===== config.mk =====
export PLATFORM = sky130hd
export DESIGN_NAME = ufc_ctrl
export DESIGN_NICKNAME = d
export VERILOG_FILES = /design/src/ufc_pkg.sv /design/src/ufc_ctrl.sv /design/src/ufc_sync.sv /design/src/ufc_timeout.sv
export VERILOG_INCLUDE_DIRS = /design/src /design/src/src
export SDC_FILE = /design/constraint.sdc
export NUM_CORES = 1
export LEC_CHECK = 0
export BUFFER_PORTS_ARGS = -buffer_cell sky130_fd_sc_hd__buf_2
export CORE_UTILIZATION = 40
export CTS_CLUSTER_DIAMETER = 100
export DETAILED_ROUTE_END_ITERATION = 8
export PLACE_DENSITY = 0.81
export SLEW_MARGIN = 10
export SYNTH_ARGS = -nofsm -noshare
export SYNTH_HDL_FRONTEND = slang
export SYNTH_SLANG_ARGS = --single-unit

===== constraint.sdc =====
create_clock -name clk_sys_i -period 1.9 [get_ports clk_sys_i]
set_clock_uncertainty 0.05 [all_clocks]
set_input_delay 0.38 -clock clk_sys_i [delete_from_list [all_inputs] [get_ports clk_sys_i]]
set_output_delay 0.38 -clock clk_sys_i [all_outputs]
set_load 0.05 [all_outputs]

===== src/ufc_defines.svh =====
// Register map, field positions and constants for the UART FIFO/interrupt/modem control block
`ifndef UFC_DEFINES_SVH
`define UFC_DEFINES_SVH

// Byte offsets on the register bus
`define UFC_OFS_IER 8'h04
`define UFC_OFS_IIR 8'h08
`define UFC_OFS_MCR 8'h10
`define UFC_ADDR_W 8

// FIFO control fields
`define UFC_FCR_EN 0
`define UFC_FCR_RXFL 1
`define UFC_FCR_TXFL 2
`define UFC_FCR_TRIG_LO 6
`define UFC_FCR_TRIG_HI 7

// Receive trigger levels in bytes
`define UFC_TRIG_00 5'h01
`define UFC_TRIG_01 5'h04
`define UFC_TRIG_10 5'h08
`define UFC_TRIG_11 5'h0E

// Interrupt identification codes, bits 3:0
`define UFC_ID_NONE 4'h1
`define UFC_ID_LINE 4'h6
`define UFC_ID_DATA 4'h4
`define UFC_ID_TOUT 4'hC
`define UFC_ID_THRE 4'h2
`define UFC_ID_MODEM 4'h0
`define UFC_IIR_FIFO_BITS 2'h3

// Interrupt enable fields
`define UFC_IER_DATA 0
`define UFC_IER_THRE 1
`define UFC_IER_LINE 2
`define UFC_IER_MODEM 3

// Modem control fields
`define UFC_MCR_DTR 0
`define UFC_MCR_RTS 1
`define UFC_MCR_SPARE 2
`define UFC_MCR_IRQEN 3
`define UFC_MCR_LOOP 4

// Widths, reset values and timing
`define UFC_CNT_W 5
`define UFC_SYNC_W 5
`define UFC_TO_CHARS 3'h4
`define UFC_ZERO8 8'h00
`define UFC_ZERO4 4'h0

`endif


===== src/ufc_pkg.sv =====
// Types shared by the UART control block and its helpers
package ufc_pkg;

  // Interrupt source indicated to software
  typedef enum logic [2:0] {
    SRC_NONE,
    SRC_LINE,
    SRC_DATA,
    SRC_TOUT,
    SRC_THRE,
    SRC_MODEM
  } ufc_src_t;

  // Events and levels reported by the rest of the UART (same clock)
  typedef struct packed {
    logic rx_push;
    logic rx_read;
    logic thr_write;
    logic lsr_read;
    logic msr_read;
    logic line_err;
    logic tx_empty;
    logic char_tick;
  } ufc_evt_t;

  // Controls handed to the FIFOs and the receiver
  typedef struct packed {
    logic fifo_mode;
    logic rx_flush;
    logic tx_flush;
    logic [1:0] trig_sel;
    logic loopback;
  } ufc_ctl_t;

endpackage


===== src/ufc_ctrl.sv =====
// UART FIFO control, interrupt identification, interrupt enable and modem control
// Overview of operation
// - FIFO enable on; clearing it flushes both
// - Any FIFO mode change empties both FIFOs
// - Other FIFO bits ignored unless enable set; code also needs it set before the write
// - Bit 1 flushes receive FIFO, self-clearing
// - Bit 2 flushes transmit FIFO, self-clearing
// - Bit 3 no effect; bits 4, 5 reserved
// - Bits 7:6 pick trigger 1/4/8/14 bytes
// - Priority: line, data/timeout, transmit, modem
// - Identification frozen during its read access
// - Ident bit 0 low when interrupt pending
// - Ident bits 3:0 encode the pending source
// - Ident bit 3 only for FIFO time-out
// - Ident bits 5:4 zero, 7:6 FIFO mode
// - Time-out after four idle character times
// - Transmit-empty cleared by write or ident read
// - Enable bits 0-3 select sources; 7:4 zero
// - Masked sources hidden, status still updates
// - Terminal-ready and request-to-send pins inverted
// - Spare output bit readable; bits 7:5 zero
// - Control bit 3 gates interrupt pin
// - Loopback: mark out, inputs cut, lines mapped
// - Loopback interrupts normal, pins float
`timescale 1ns/10ps
`include "ufc_defines.svh"

module ufc_ctrl
(
  // Clock and reset
  input wire logic clk_sys_i,
  input wire logic nrst_i,
  // AHB-Lite slave
  input wire logic hsel_i,
  input wire logic [31:0] haddr_i,
  input wire logic [1:0] htrans_i,
  input wire logic hwrite_i,
  input wire logic [2:0] hsize_i,
  input wire logic [31:0] hwdata_i,
  input wire logic hready_i,
  output logic [31:0] hrdata_o,
  output logic hreadyout_o,
  output logic hresp_o,
  // Rest of the UART
  input wire ufc_pkg::ufc_evt_t evt_i,
  input wire logic [`UFC_CNT_W-1:0] rx_count_i,
  input wire logic tx_shift_i,
  output ufc_pkg::ufc_ctl_t ctl_o,
  output logic rx_serial_o,
  output logic [3:0] modem_lines_o,
  // Line side pins
  input wire logic serial_in_pin_i,
  input wire logic cts_n_i,
  input wire logic dsr_n_i,
  input wire logic bell_signal_in_n_i,
  input wire logic carrier_detect_in_n_i,
  output logic serial_out_pin_o,
  output logic dtr_n_o,
  output logic rts_n_o,
  output logic interrupt_line_a_o,
  output logic interrupt_line_a_oe_o,
  output logic interrupt_line_b_o,
  output logic interrupt_line_b_oe_o
);

  // Registers
  logic fifo_enable_bit;
  logic [1:0] trig_sel;
  logic rx_flush;
  logic tx_flush;
  logic [3:0] interrupt_enable_reg;
  logic [4:0] modem_control_reg;
  logic line_pend;
  logic thre_pend;
  logic modem_pend;
  logic tx_empty_d;
  logic [3:0] lines_d;
  logic lines_primed;
  logic [7:0] ident_shown;
  logic [7:0] rd_data;
  logic wr_pend;
  logic [`UFC_ADDR_W-1:0] wr_addr;
  logic [`UFC_SYNC_W-1:0] pins_sync;
  logic tout_flag;

  // Bus decode
  wire logic bus_take = hsel_i && htrans_i[1] && hready_i;
  wire logic [`UFC_ADDR_W-1:0] a_addr = haddr_i[`UFC_ADDR_W-1:0];
  wire logic rd_take = bus_take && !hwrite_i;
  wire logic wr_take = bus_take && hwrite_i;
  wire logic hit_ier = (a_addr == `UFC_OFS_IER);
  wire logic hit_iir = (a_addr == `UFC_OFS_IIR);
  wire logic hit_mcr = (a_addr == `UFC_OFS_MCR);
  wire logic iir_read = rd_take && hit_iir;
  wire logic [7:0] wbyte = hwdata_i[7:0];
  wire logic fcr_wr = wr_pend && (wr_addr == `UFC_OFS_IIR);
  wire logic ier_wr = wr_pend && (wr_addr == `UFC_OFS_IER);
  wire logic mcr_wr = wr_pend && (wr_addr == `UFC_OFS_MCR);

  // FIFO control decode
  wire logic new_en = wbyte[`UFC_FCR_EN];
  wire logic mode_change = fcr_wr && (new_en != fifo_enable_bit);
  wire logic fcr_prog = fcr_wr && fifo_enable_bit && new_en;
  wire logic loop_on = modem_control_reg[`UFC_MCR_LOOP];

  // Synchronised line inputs
  wire logic sin_s = pins_sync[0];
  wire logic cts_s = pins_sync[1];
  wire logic dsr_s = pins_sync[2];
  wire logic ri_s = pins_sync[3];
  wire logic dcd_s = pins_sync[4];

  ufc_sync u_sync
  (
    .clk_sys_i(clk_sys_i),
    .nrst_i(nrst_i),
    .async_i({carrier_detect_in_n_i, bell_signal_in_n_i, dsr_n_i, cts_n_i, serial_in_pin_i}),
    .sync_o(pins_sync)
  );

  // Modem status view {dcd, ri, dsr, cts}, from pins or looped control bits
  wire logic [3:0] lines_ext = {~dcd_s, ~ri_s, ~dsr_s, ~cts_s};
  wire logic [3:0] lines_loop = {modem_control_reg[`UFC_MCR_IRQEN],
    modem_control_reg[`UFC_MCR_SPARE], modem_control_reg[`UFC_MCR_DTR],
    modem_control_reg[`UFC_MCR_RTS]};
  wire logic [3:0] lines_now = loop_on ? lines_loop : lines_ext;
  // Ring trailing edge: complement falls when the ring input returns high
  wire logic [3:0] lines_chg = lines_now ^ lines_d;
  wire logic modem_event = lines_primed && (lines_chg[0] || lines_chg[1] || lines_chg[3]
    || (lines_d[2] && !lines_now[2]));

  // Receive data and time-out conditions
  wire logic [`UFC_CNT_W-1:0] trig_bytes =
    (trig_sel == 2'h0) ? `UFC_TRIG_00 :
    (trig_sel == 2'h1) ? `UFC_TRIG_01 :
    (trig_sel == 2'h2) ? `UFC_TRIG_10 : `UFC_TRIG_11;
  wire logic rx_nonempty = (rx_count_i != {`UFC_CNT_W{1'b0}});
  // Stays active from the count reaching the level until reads bring it below
  wire logic data_avail = fifo_enable_bit ? (rx_count_i >= trig_bytes) : rx_nonempty;
  wire logic rx_activity = evt_i.rx_push || evt_i.rx_read;

  ufc_timeout u_timeout
  (
    .clk_sys_i(clk_sys_i),
    .nrst_i(nrst_i),
    .fifo_mode_i(fifo_enable_bit),
    .rx_nonempty_i(rx_nonempty),
    .activity_i(rx_activity),
    .char_tick_i(evt_i.char_tick),
    .clear_i(evt_i.rx_read),
    .timeout_o(tout_flag)
  );

  // Enabled sources only
  wire logic en_line = line_pend && interrupt_enable_reg[`UFC_IER_LINE];
  wire logic en_data = data_avail && interrupt_enable_reg[`UFC_IER_DATA];
  wire logic en_tout = tout_flag && interrupt_enable_reg[`UFC_IER_DATA];
  wire logic en_thre = thre_pend && interrupt_enable_reg[`UFC_IER_THRE];
  wire logic en_modem = modem_pend && interrupt_enable_reg[`UFC_IER_MODEM];
  wire logic any_pend = en_line || en_data || en_tout || en_thre || en_modem;

  // Fixed priority choice
  wire ufc_pkg::ufc_src_t src_live =
    en_line ? ufc_pkg::SRC_LINE :
    en_data ? ufc_pkg::SRC_DATA :
    en_tout ? ufc_pkg::SRC_TOUT :
    en_thre ? ufc_pkg::SRC_THRE :
    en_modem ? ufc_pkg::SRC_MODEM : ufc_pkg::SRC_NONE;

  logic [3:0] id_code;
  always_comb
  begin
    case (src_live)
      ufc_pkg::SRC_LINE: id_code = `UFC_ID_LINE;
      ufc_pkg::SRC_DATA: id_code = `UFC_ID_DATA;
      ufc_pkg::SRC_TOUT: id_code = `UFC_ID_TOUT;
      ufc_pkg::SRC_THRE: id_code = `UFC_ID_THRE;
      ufc_pkg::SRC_MODEM: id_code = `UFC_ID_MODEM;
      default: id_code = `UFC_ID_NONE;
    endcase
  end

  wire logic [1:0] fifo_bits = fifo_enable_bit ? `UFC_IIR_FIFO_BITS : 2'h0;
  wire logic [7:0] ident_live = {fifo_bits, 2'h0, id_code};

  // Indication is sampled when the read is taken and held while it runs
  wire logic [7:0] next_ident = iir_read ? ident_live : ident_shown;
  wire logic thre_by_ident = iir_read && (src_live == ufc_pkg::SRC_THRE);

  logic [7:0] rd_mux;
  always_comb
  begin
    if (hit_iir)
      rd_mux = next_ident;
    else if (hit_ier)
      rd_mux = {4'h0, interrupt_enable_reg};
    else if (hit_mcr)
      rd_mux = {3'h0, modem_control_reg};
    else
      rd_mux = `UFC_ZERO8;
  end

  // Bus pipeline: address phase captured, write done in data phase
  always_ff @(posedge clk_sys_i)
  begin
    if (!nrst_i)
    begin
      wr_pend <= 1'b0;
      wr_addr <= {`UFC_ADDR_W{1'b0}};
      rd_data <= `UFC_ZERO8;
    end
    else
    begin
      wr_pend <= wr_take;
      wr_addr <= wr_take ? a_addr : wr_addr;
      rd_data <= rd_take ? rd_mux : rd_data;
    end
  end

  always_ff @(posedge clk_sys_i)
  begin
    if (!nrst_i)
    begin
      ident_shown <= {4'h0, `UFC_ID_NONE};
    end
    else if (iir_read)
    begin
      ident_shown <= ident_live;
    end
  end

  // FIFO control register
  always_ff @(posedge clk_sys_i)
  begin
    if (!nrst_i)
    begin
      fifo_enable_bit <= 1'b0;
      trig_sel <= 2'h0;
    end
    else if (fcr_wr)
    begin
      fifo_enable_bit <= new_en;
      if (fcr_prog)
        trig_sel <= wbyte[`UFC_FCR_TRIG_HI:`UFC_FCR_TRIG_LO];
    end
  end

  // Flushes are single-cycle pulses; bits 3 to 5 have no storage
  always_ff @(posedge clk_sys_i)
  begin
    if (!nrst_i)
    begin
      rx_flush <= 1'b0;
      tx_flush <= 1'b0;
    end
    else
    begin
      rx_flush <= mode_change || (fcr_prog && wbyte[`UFC_FCR_RXFL]);
      tx_flush <= mode_change || (fcr_prog && wbyte[`UFC_FCR_TXFL]);
    end
  end

  // Enable and modem control registers
  always_ff @(posedge clk_sys_i)
  begin
    if (!nrst_i)
    begin
      interrupt_enable_reg <= `UFC_ZERO4;
      modem_control_reg <= 5'h00;
    end
    else
    begin
      if (ier_wr)
        interrupt_enable_reg <= wbyte[3:0];
      if (mcr_wr)
        modem_control_reg <= wbyte[4:0];
    end
  end

  // Sticky sources: a new event in the clearing cycle wins
  always_ff @(posedge clk_sys_i)
  begin
    if (!nrst_i)
    begin
      line_pend <= 1'b0;
      thre_pend <= 1'b0;
      modem_pend <= 1'b0;
      tx_empty_d <= 1'b0;
    end
    else
    begin
      tx_empty_d <= evt_i.tx_empty;
      if (evt_i.line_err)
        line_pend <= 1'b1;
      else if (evt_i.lsr_read)
        line_pend <= 1'b0;
      if (evt_i.tx_empty && !tx_empty_d)
        thre_pend <= 1'b1;
      else if (evt_i.thr_write || thre_by_ident)
        thre_pend <= 1'b0;
      if (modem_event)
        modem_pend <= 1'b1;
      else if (evt_i.msr_read)
        modem_pend <= 1'b0;
    end
  end

  always_ff @(posedge clk_sys_i)
  begin
    if (!nrst_i)
    begin
      lines_d <= `UFC_ZERO4;
      lines_primed <= 1'b0;
    end
    else
    begin
      lines_d <= lines_now;
      lines_primed <= 1'b1;
    end
  end

  // Line side pins
  always_ff @(posedge clk_sys_i)
  begin
    if (!nrst_i)
    begin
      serial_out_pin_o <= 1'b1;
      dtr_n_o <= 1'b1;
      rts_n_o <= 1'b1;
      interrupt_line_a_o <= 1'b0;
      interrupt_line_a_oe_o <= 1'b1;
      rx_serial_o <= 1'b1;
    end
    else
    begin
      serial_out_pin_o <= loop_on ? 1'b1 : tx_shift_i;
      rx_serial_o <= loop_on ? tx_shift_i : sin_s;
      dtr_n_o <= loop_on ? 1'b1 : !modem_control_reg[`UFC_MCR_DTR];
      rts_n_o <= loop_on ? 1'b1 : !modem_control_reg[`UFC_MCR_RTS];
      interrupt_line_a_o <= any_pend && modem_control_reg[`UFC_MCR_IRQEN];
      interrupt_line_a_oe_o <= !loop_on;
    end
  end

  // Both request lines carry the same request; board wiring picks one
  assign interrupt_line_b_o = interrupt_line_a_o;
  assign interrupt_line_b_oe_o = interrupt_line_a_oe_o;

  assign modem_lines_o = lines_d;
  assign ctl_o.fifo_mode = fifo_enable_bit;
  assign ctl_o.rx_flush = rx_flush;
  assign ctl_o.tx_flush = tx_flush;
  assign ctl_o.trig_sel = trig_sel;
  assign ctl_o.loopback = loop_on;

  // Zero wait states, always OKAY; unmapped reads return zero
  assign hrdata_o = {24'h000000, rd_data};
  assign hreadyout_o = 1'b1;
  assign hresp_o = 1'b0;

endmodule


===== src/ufc_sync.sv =====
// Two-flop synchroniser for the serial and modem input pins
`timescale 1ns/10ps
`include "ufc_defines.svh"

module ufc_sync
(
  // Clock and reset
  input wire logic clk_sys_i,
  input wire logic nrst_i,
  // Asynchronous inputs and synchronised copies
  input wire logic [`UFC_SYNC_W-1:0] async_i,
  output logic [`UFC_SYNC_W-1:0] sync_o
);

  logic [`UFC_SYNC_W-1:0] stage1;

  genvar gi;
  generate
    for (gi = 0; gi < `UFC_SYNC_W; gi = gi + 1)
    begin : g_bit
      // Pins idle high, so reset to the inactive level
      always_ff @(posedge clk_sys_i)
      begin
        if (!nrst_i)
        begin
          stage1[gi] <= 1'b1;
          sync_o[gi] <= 1'b1;
        end
        else
        begin
          stage1[gi] <= async_i[gi];
          sync_o[gi] <= stage1[gi];
        end
      end
    end
  endgenerate

endmodule


===== src/ufc_timeout.sv =====
// Character time-out detector for the receive FIFO
`timescale 1ns/10ps
`include "ufc_defines.svh"

module ufc_timeout
(
  // Clock and reset
  input wire logic clk_sys_i,
  input wire logic nrst_i,
  // Conditions
  input wire logic fifo_mode_i,
  input wire logic rx_nonempty_i,
  input wire logic activity_i,
  input wire logic char_tick_i,
  input wire logic clear_i,
  // Time-out indication
  output logic timeout_o
);

  logic [2:0] char_cnt;
  wire logic idle_run = fifo_mode_i && rx_nonempty_i && !activity_i;
  wire logic expire = idle_run && char_tick_i && (char_cnt == (`UFC_TO_CHARS - 3'h1));

  // Any push or pop restarts the count of idle character times
  always_ff @(posedge clk_sys_i)
  begin
    if (!nrst_i || !idle_run)
      char_cnt <= 3'h0;
    else if (char_tick_i && char_cnt != `UFC_TO_CHARS)
      char_cnt <= char_cnt + 3'h1;
  end

  always_ff @(posedge clk_sys_i)
  begin
    if (!nrst_i)
      timeout_o <= 1'b0;
    else if (expire)
      timeout_o <= 1'b1;
    else if (clear_i || !fifo_mode_i || !rx_nonempty_i)
      timeout_o <= 1'b0;
  end

endmodule


==> results of run 1 <==
## power groups by stage
stage	clock (mW)	sequential, mW	combinational (mW)
2_1_floorplan	0	1.34	0.227
6_report	0.957	1.30	0.281
3_3_place_gp	0	1.32	0.272
3_5_place_dp	0	1.32	0.277
4_1_cts	0.983	1.30	0.278
5_1_grt	1.05	1.30	0.303
## per-stage QoR
step | cells | util [%] | setup slack (ns)
after floorplan | 327 | - | 0.08207
after global placement | 438 | 47.17 | -0.07765
after detailed placement | 438 | 47.17 | -0.07602
after CTS | 455 | 49.81 | 0.008098
after global routing | 455 | 50.17 | -0.02398
final | 455 | 50.17 | 0.06663
## cell type report
cell class	instances	area [sq um]	area share, %
Clock buffer	14	152.6	4.710
Clock inverter	2	10.01	0.3089
Inverter	17	63.81	1.969
Multi-Input combinational cell	209	1306	40.31
Sequential cell	60	1204	37.14
Tap cell	77	96.34	2.973
Timing Repair Buffer	76	407.9	12.59
## path summary, 6_finish.rpt
| kind | slack, ns | startpoint | end |
|---|---|---|---|
| worst max-delay path | 0.07 | wr_addr[0] | interrupt_enable_reg[1] |
| worst min-delay path | 0.18 | serial_in_pin_i | u_sync.stage1[0] |
| worst max register to register | 0.07 | wr_addr[0] | interrupt_enable_reg[1] |
| worst min register to register | 0.35 | u_sync.stage1[1] | u_sync.sync_o[1] |
## placed cells by master (no fill, tap or decap), types with 2 or more instances in the layout
master    count
a21oi_1      21
nand2_1      31
conb_1       26
xor2_1        3
mux2i_1      16
nor4_4        2
nand4b_1      4
inv_1        16
and2_1        4
nor4b_4       2
dfxtp_2       2
nand3b_1      3
clkinv_2      2
nand4_1       2
a22oi_1       7
nor2b_1       5
and3_1        3
o22ai_1       3
nand2b_1     11
buf_2        65
or3_1         2
dfxtp_1      58
buf_4        11
nor3_1        5
o21ai_0       4
clkbuf_8     10
o21a_1        2
clkbuf_1      4
ha_1          7
nor2_1       26
## logic make-up after synthesis
logic type	count (synthesis)	synth area share [%]
buffers and inverters	58	12.49
AO/OA/AOI/OAI	47	10.61
adder cells (fa/ha/maj)	7	3.202
other	2	0.2746
multiplexers	17	6.221
AND/OR/NAND/NOR	108	22.00
flip-flops	60	43.92
XOR/XNOR	4	1.281
## routing by layer
layer,GRT usage (%),up-vias
met5,0,-
met4,5.855,0
met3,5.801,6
met2,27.86,86
met1,19.76,1012
li1,-,1109
## critical path, cell delays in order, from the launching register on
cell      delay [ns]
dfxtp_1         0.34
nor4_4          0.30
nand3b_1        0.11
buf_4           0.17
nor4b_4         0.25
buf_4           0.19
mux2i_2         0.24
nor2_1          0.06
## repair_timing
item                       in CTS  in global routing
setup endpoints to repair       1                 10
setup buffers                   1                  0
pin swaps                       1                  1
resized for setup               0                  4
==> flow_metrics.env, run 1 <==
export IMPL_status="finished, final reports clean"
export IMPL_cp_max_fo=4
export IMPL_fin_area_sq_um=3241
export IMPL_power_density_nw_per_um2=782.2
export IMPL_reg2regPathDepth=7
export IMPL_setup_viol=0
export IMPL_ctsHoldBuffers=0
export IMPL_grt_antenna_before_repair=0
export IMPL_synth_most_common_cell="dfxtp_1"
export IMPL_leakagePower_nw=1.387
export IMPL_post_route_period_util_pct=96.49
export IMPL_path_clk_slew_ns=0.06
export IMPL_netlist_area_sq_um=2735
export IMPL_final_nets=473
export IMPL_largestRegisters="rd_data (8), wr_addr (8)"
export IMPL_boundaryPins=145
export IMPL_htree_num_levels=3
export IMPL_p_seq_share_pct=51.2
export IMPL_grt_usage_pct=16.62
export IMPL_rows=29
export IMPL_yosys_area_top_type="dfxtp_1"
export IMPL_fillers=595
export IMPL_wl_met1_mm=2.558
export IMPL_hold_path_class="in2reg"
export IMPL_syn_inst=303
export IMPL_synth_top_cell_area_share_pct=43.92
export IMPL_place_congestion=0.7835
export IMPL_numCtsBuffers=9
export IMPL_die_height_um=84.69
export IMPL_ys_seq_elements=60
export IMPL_yosysWarnings=0
export IMPL_core_area_sq_um=6459
export IMPL_clk_latency_ns=0.32
export IMPL_grt_max_degree=33
export IMPL_worst_hold_slack_ns=0.1833
export IMPL_drv_slew=0
export IMPL_endpoint_kind="register"
export IMPL_die_x_um=84.69
export IMPL_cp_start_kind="register"
export IMPL_layout_drive_gt1_share_pct=26.19
export IMPL_cts_root_buffer="clkbuf_8"
export IMPL_dr_pass1_iters=7
export IMPL_fin_total_pwr_mw=2.535
export IMPL_avgSynthCellArea_sq_um=9.027
export IMPL_first_iter_violations=128
export IMPL_portBuffers=65
export IMPL_ys_seq_area_share_pct=43.92
export IMPL_synth_main_ff_cell="dfxtp_1"
export IMPL_worstPathArrival_ns=1.99
export IMPL_overflow=0
export IMPL_p_sw_share_pct=26.46
export IMPL_wl_met3_um=322
export IMPL_routed_via_density=4.864
export IMPL_vias=2213
export IMPL_area_growth_synth_to_final_pct=18.48
export IMPL_switching_power_uw=670.6
export IMPL_async_reset_ff_share_pct=0
export IMPL_synth_edf_count=0
export IMPL_criticalPathCategory="reg2reg"
export IMPL_power_clock_fraction_pct=37.7
export IMPL_dieArea_sq_um=7172
export IMPL_p_int_mw=1.864
export IMPL_postRouteAntennaNets=0
export IMPL_required_ns=2.05
export IMPL_hold_viol_final=0
export IMPL_maxUsedRoutingLayer="met4"
export IMPL_start_util_pct=42.35
export IMPL_max_freq_ghz=0.5454
export IMPL_totalNegativeSetupSlack_ns=0
export IMPL_drc=0
export IMPL_wl_met2_mm=2.844
export IMPL_clock_sinks=60
export IMPL_synth_cell_types=45
export IMPL_clockBufferDepth=2
export IMPL_power_frac_comb_pct=11.1
export IMPL_num_antenna_cells=0
export IMPL_maxCapViolCount=0
export IMPL_finalWorstPathRequiredPeriod_ns=1.833
export IMPL_yosys_top_cells_area="dfxtp_1, buf_4, mux2i_1"
export IMPL_grt_pass1_vias=2054
export IMPL_synthTopCellsByCount="dfxtp_1, buf_4, nand2_1"
export IMPL_cts_tree="done"
export IMPL_detailed_place_hpwl_mm=4.409
export IMPL_post_drt_wl_per_cell_um=12.73
export IMPL_routed_wl_mm=5.791
export IMPL_postPlaceCellArea_sq_um=3047
export IMPL_grt_pass1_wl_mm=9.259
export IMPL_ir_worst_vdd_uv=452.4
export IMPL_min_path_cells=2
(Power assumes the default switching activity.)
==> run 2: changes to the inputs <==
--- a/config.mk
+++ b/config.mk
@@ -11,6 +11,7 @@
 export CTS_CLUSTER_DIAMETER = 100
 export DETAILED_ROUTE_END_ITERATION = 8
 export PLACE_DENSITY = 0.81
+export RECOVER_POWER = 25
 export SLEW_MARGIN = 10
 export SYNTH_ARGS = -nofsm -noshare
 export SYNTH_HDL_FRONTEND = slang
==> flow_metrics.env, run 2 (same netlist as run 1, synthesis figures left out) <==
export IMPL_status="finished, final reports clean"
export IMPL_worst_path_most_repeated_cell="buf_4"
export IMPL_max_freq_ghz=0.5488
export IMPL_maxCapViolCount=0
export IMPL_boundaryPins=145
export IMPL_clock_sinks=60
export IMPL_detailed_place_hpwl_mm=4.409
export IMPL_path_clk_slew_ns=0.06
export IMPL_post_drt_wl_per_cell_um=12.66
export IMPL_cts_root_buffer="clkbuf_8"
export IMPL_cp_max_fo=4
export IMPL_finalWorstPathRequiredPeriod_ns=1.822
export IMPL_layout_drive_gt1_share_pct=25.40
export IMPL_fin_area_sq_um=3236
export IMPL_crit_buf_inv=2
export IMPL_die_x_um=84.69
export IMPL_postPlaceCellArea_sq_um=3047
export IMPL_final_nets=473
export IMPL_fillers=598
export IMPL_hold_path_class="in2reg"
export IMPL_start_util_pct=42.35
export IMPL_post_route_period_util_pct=95.90
export IMPL_postRouteAntennaNets=0
export IMPL_worst_slew_pin_transition_ns=0.5685
export IMPL_num_antenna_cells=0
export IMPL_critPathMaxStageDelay_ns=0.34
export IMPL_drc=0
export IMPL_portBuffers=65
export IMPL_wl_met2_mm=2.826
export IMPL_htree_num_levels=3
export IMPL_cp_top_family="simple AND/OR/NAND/NOR gates"
export IMPL_ff_latch_area_sq_um=1204
export IMPL_grt_max_degree=33
export IMPL_clk_latency_ns=0.32
export IMPL_fin_total_pwr_mw=2.533
export IMPL_drv_slew=0
export IMPL_totalNegativeSetupSlack_ns=0
export IMPL_clockBufferDepth=2
export IMPL_required_ns=2.05
export IMPL_hold_viol_final=0
export IMPL_power_density_nw_per_um2=782.8
export IMPL_multi_input_area_sq_um=1306
export IMPL_dr_pass1_iters=7
export IMPL_relSlewSlack_pct=62.10
export IMPL_vias=2220
export IMPL_final_cell_mix="buf_2, dfxtp_1, nand2_1"
export IMPL_ir_worst_vdd_uv=452.7
export IMPL_grt_antenna_before_repair=0
export IMPL_setup_viol=0
export IMPL_criticalPathCategory="reg2reg"
export IMPL_wl_met1_mm=2.531
export IMPL_dieArea_sq_um=7172
export IMPL_area_growth_synth_to_final_pct=18.30
export IMPL_r2r_setup_slack_ns=0.08
export IMPL_final_common_cell="buf_2"
export IMPL_die_height_um=84.69
export IMPL_leakagePower_nw=1.377
export IMPL_place_congestion=0.7835
export IMPL_grt_pass1_wl_mm=9.259
export IMPL_routed_wl_mm=5.762
export IMPL_ctsHoldBuffers=0
export IMPL_largestRegisters="rd_data (8), wr_addr (8)"
export IMPL_endpoint_kind="register"
export IMPL_routed_via_density=4.879
export IMPL_core_area_sq_um=6459
export IMPL_cts_tree="done"
export IMPL_grt_usage_pct=16.62
export IMPL_rows=29
export IMPL_numCtsBuffers=9
export IMPL_overflow=0
export IMPL_maxUsedRoutingLayer="met4"
export IMPL_cp_start_kind="register"
export IMPL_first_iter_violations=128
export IMPL_worstPathArrival_ns=1.98
export IMPL_cp_slowest_cell="dfxtp_1"
export IMPL_grt_pass1_vias=2054
export IMPL_cp_cell_sequence="nor4_4 -> nand3b_1 -> buf_4 -> nor4b_4 -> buf_4 -> mux2i_2 -> nor2_1"
export IMPL_wl_met3_um=338
-- run 2: cell count changes in the layout (fill, tap and decap cells not counted) --
cell,before,now
and2_0,0,1
and2_1,4,3
buf_2,65,64
buf_4,11,10
clkbuf_1,4,6
clkinv_1,0,1
inv_2,1,0
-- run 2: what timing repair did --
action                                  4_1_cts  5_1_grt
setup buffers                                 1        0
gates resized for setup                       0        4
pin swaps                                     1        1
endpoints found under the setup margin        1       10
-- run 2: layout make-up --
| class | count | share of cell area (%) |
|---|---|---|
| flip-flops and latches | 60 | 37.20 |
| well taps | 77 | 2.978 |
| clock inverters | 2 | 0.3094 |
| clock buffers | 14 | 4.718 |
| repair buffers | 76 | 12.45 |
| multi-input cells | 209 | 40.37 |
| inverters | 17 | 1.972 |
-- run 2: report_power, final --
| group | total [mW] | leakage [nW] | switching [mW] | internal, mW |
|---|---|---|---|---|
| logic | 0.279 | 0.803 | 0.207 | 0.0723 |
| clock network | 0.957 | 0.0844 | 0.450 | 0.507 |
| registers | 1.30 | 0.489 | 0.0134 | 1.28 |
-- run 2: through the flow --
stage                     setup WS, ns  hold slack [ns]  cells  util, %
after floorplan                0.08207           0.3338    327        -
after global placement        -0.07765           0.3381    438    47.17
after detailed placement      -0.07602           0.3421    438    47.17
after CTS                     0.008098           0.1692    455    49.81
after global routing          -0.02397           0.1642    455    50.10
final                          0.07793           0.1832    455    50.10
-- run 2: routing by layer --
metal	global-route usage, %	vias up
met1	19.76	1015
met2	27.86	89
met3	5.801	6
met5	0	-
met4	5.855	0
li1	-	1110
-- run 2: worst reg2reg max path, delay by kind of cell (launching register included) --
| family | cells | cell delay (ns) |
|---|---|---|
| muxes | 1 | 0.23 |
| DFF | 1 | 0.34 |
| and+or+nand+nor | 4 | 0.72 |
| buffers and inverters | 2 | 0.36 |
-- run 2: path summary, 6_finish.rpt --
kind | depth (start not counted) | to | from
max | 7 | interrupt_enable_reg[1] | wr_addr[0]
min reg2reg | 1 | u_sync.sync_o[1] | u_sync.stage1[1]
min | 2 | u_sync.stage1[0] | serial_in_pin_i
max reg2reg | 7 | interrupt_enable_reg[1] | wr_addr[0]
==> run 3: changes to the inputs <==
--- a/config.mk
+++ b/config.mk
@@ -8,7 +8,6 @@
 export LEC_CHECK = 0
 export BUFFER_PORTS_ARGS = -buffer_cell sky130_fd_sc_hd__buf_2
 export CORE_UTILIZATION = 40
-export CTS_CLUSTER_DIAMETER = 100
 export DETAILED_ROUTE_END_ITERATION = 8
 export PLACE_DENSITY = 0.81
 export RECOVER_POWER = 25
==> constraint.sdc (replaced) <==
create_clock -name clk_sys_i -period 1.9 [get_ports clk_sys_i]
set_clock_uncertainty 0.05 [all_clocks]
set_input_delay 0.19 -clock clk_sys_i [delete_from_list [all_inputs] [get_ports clk_sys_i]]
set_output_delay 0.19 -clock clk_sys_i [all_outputs]
set_load 0.05 [all_outputs]
==> flow_metrics.env, run 3 (same netlist as run 1, synthesis figures left out) <==
export IMPL_status="finished, final reports clean"
export IMPL_die_height_um=84.69
export IMPL_finalWorstPathRequiredPeriod_ns=1.788
export IMPL_rows=29
export IMPL_die_x_um=84.69
export IMPL_detailed_place_hpwl_mm=4.238
export IMPL_routed_wl_mm=5.704
export IMPL_final_util_pct=52.03
export IMPL_place_congestion=0.7785
export IMPL_postRouteAntennaNets=0
export IMPL_grt_usage_pct=16.80
export IMPL_dieArea_sq_um=7172
export IMPL_area_growth_synth_to_final_pct=22.87
export IMPL_first_iter_violations=169
export IMPL_worstPathArrival_ns=1.96
export IMPL_drc=0
export IMPL_htree_num_levels=3
export IMPL_grt_antenna_before_repair=0
export IMPL_path_clk_slew_ns=0.07
export IMPL_boundaryPins=145
export IMPL_grt_pass1_vias=2007
export IMPL_worst_slew_pin_transition_ns=0.5792
export IMPL_postPlaceCellArea_sq_um=3024
export IMPL_largestRegisters="rd_data (8), wr_addr (8)"
export IMPL_cts_setup_buffers=0
export IMPL_ir_worst_vdd_uv=569.6
export IMPL_overflow=0
export IMPL_max_freq_ghz=0.5591
export IMPL_fin_area_sq_um=3361
export IMPL_required_ns=2.07
export IMPL_fin_cells=458
export IMPL_final_cell_mix="buf_2, dfxtp_1, nand2_1"
export IMPL_cts_root_buffer="clkbuf_8"
export IMPL_endpoint_kind="register"
export IMPL_post_route_period_util_pct=94.13
export IMPL_final_nets=476
export IMPL_fillers=596
export IMPL_dp_cells=435
export IMPL_setup_viol=0
export IMPL_vias=2175
export IMPL_power_density_nw_per_um2=890.9
export IMPL_cp_start_kind="register"
export IMPL_totalNegativeSetupSlack_ns=0
export IMPL_clk_latency_ns=0.34
export IMPL_dr_pass1_iters=7
export IMPL_cts_tree="done"
export IMPL_final_common_cell="buf_2"
export IMPL_drv_slew=0
export IMPL_numCtsBuffers=9
export IMPL_num_antenna_cells=0
export IMPL_post_drt_wl_per_cell_um=12.45
export IMPL_hold_path_class="in2reg"
export IMPL_hold_viol_final=0
export IMPL_routed_via_density=4.749
export IMPL_clockBufferDepth=2
export IMPL_maxCapViolCount=0
export IMPL_core_area_sq_um=6459
export IMPL_grt_pass1_wl_mm=9.259
export IMPL_clock_sinks=60
export IMPL_leakagePower_nw=1.425
export IMPL_relSlewSlack_pct=61.39
export IMPL_cp_max_fo=4
export IMPL_grt_max_degree=33
export IMPL_start_util_pct=42.35
export IMPL_layout_drive_gt1_share_pct=25.20
export IMPL_criticalPathCategory="reg2reg"
export IMPL_portBuffers=65
-- run 3: cell count changes in the layout (fill, tap and decap cells not counted), sizes merged --
cell | before | now
dlygate4sd3 | 0 | 7
buf | 74 | 70
clkbuf | 16 | 12
bufinv | 0 | 3
clkinvlp | 0 | 1
-- run 3: critical path, stage by stage (launching register included) --
cell and delay, ns:
dfxtp_1 0.34, nor4_4 0.30, nand3b_1 0.24, nor4b_4 0.29
buf_4 0.18, mux2i_1 0.21, nor2_1 0.06
-- run 3: final timing paths --
path / from / end / slack [ns] / cells past startpoint
worst min-delay path: evt_i[1] / tx_empty_d / 0.03 / 2
worst max register to register: wr_addr[0] / interrupt_enable_reg[2] / 0.11 / 6
worst min register to register: u_sync.stage1[4] / u_sync.sync_o[4] / 0.36 / 1
worst max-delay path: wr_addr[0] / interrupt_enable_reg[2] / 0.11 / 6
-- run 3: what timing repair did --
item / in CTS / in global routing
hold buffers: 7 / 0
gates resized for setup: 0 / 4
hold endpoints to repair: 7 / 0
setup endpoints to repair: 0 / 11
-- run 3: metal layers --
layer / routed length (um) / part of all wire [%] / vias up / track usage (%)
li1: - / - / 1116 / -
met1: 2515 / 44 / 960 / 19.90
met2: 2719 / 48 / 90 / 27.35
met3: 395 / 6.9 / 9 / 7.276
met4: 73 / 1.3 / 0 / 5.547
met5: 0 / 0 / - / 0
-- run 3: where the power goes --
part,total (mW),internal [mW],switching (mW)
clock,1.41,0.906,0.507
sequential,1.30,1.28,0.0134
combinational,0.284,0.0774,0.207
total,2.99,2.27,0.727
-- run 3: area by class of cell --
type                            instances  area [sq um]  share of cell area [%]
Tap cell                               77         96.34                   2.867
Timing Repair Buffer                   79         442.9                   13.18
Sequential cell                        60          1204                   35.82
Clock buffer                           10         137.6                   4.095
Clock inverter                          6         111.4                   3.313
Multi-Input combinational cell        209          1305                   38.83
Inverter                               17         63.81                   1.899
-- run 3: through the flow --
step                power [mW]  setup WS (ns)  hold slack [ns]
finish                   2.994         0.1115          0.03260
global route             3.103       -0.01882          0.02590
CTS                      3.013        0.02570          0.01577
detailed placement       1.596        0.06243           0.3225
global placement         1.590         0.1099           0.3186
floorplan                1.562        0.08207           0.1677
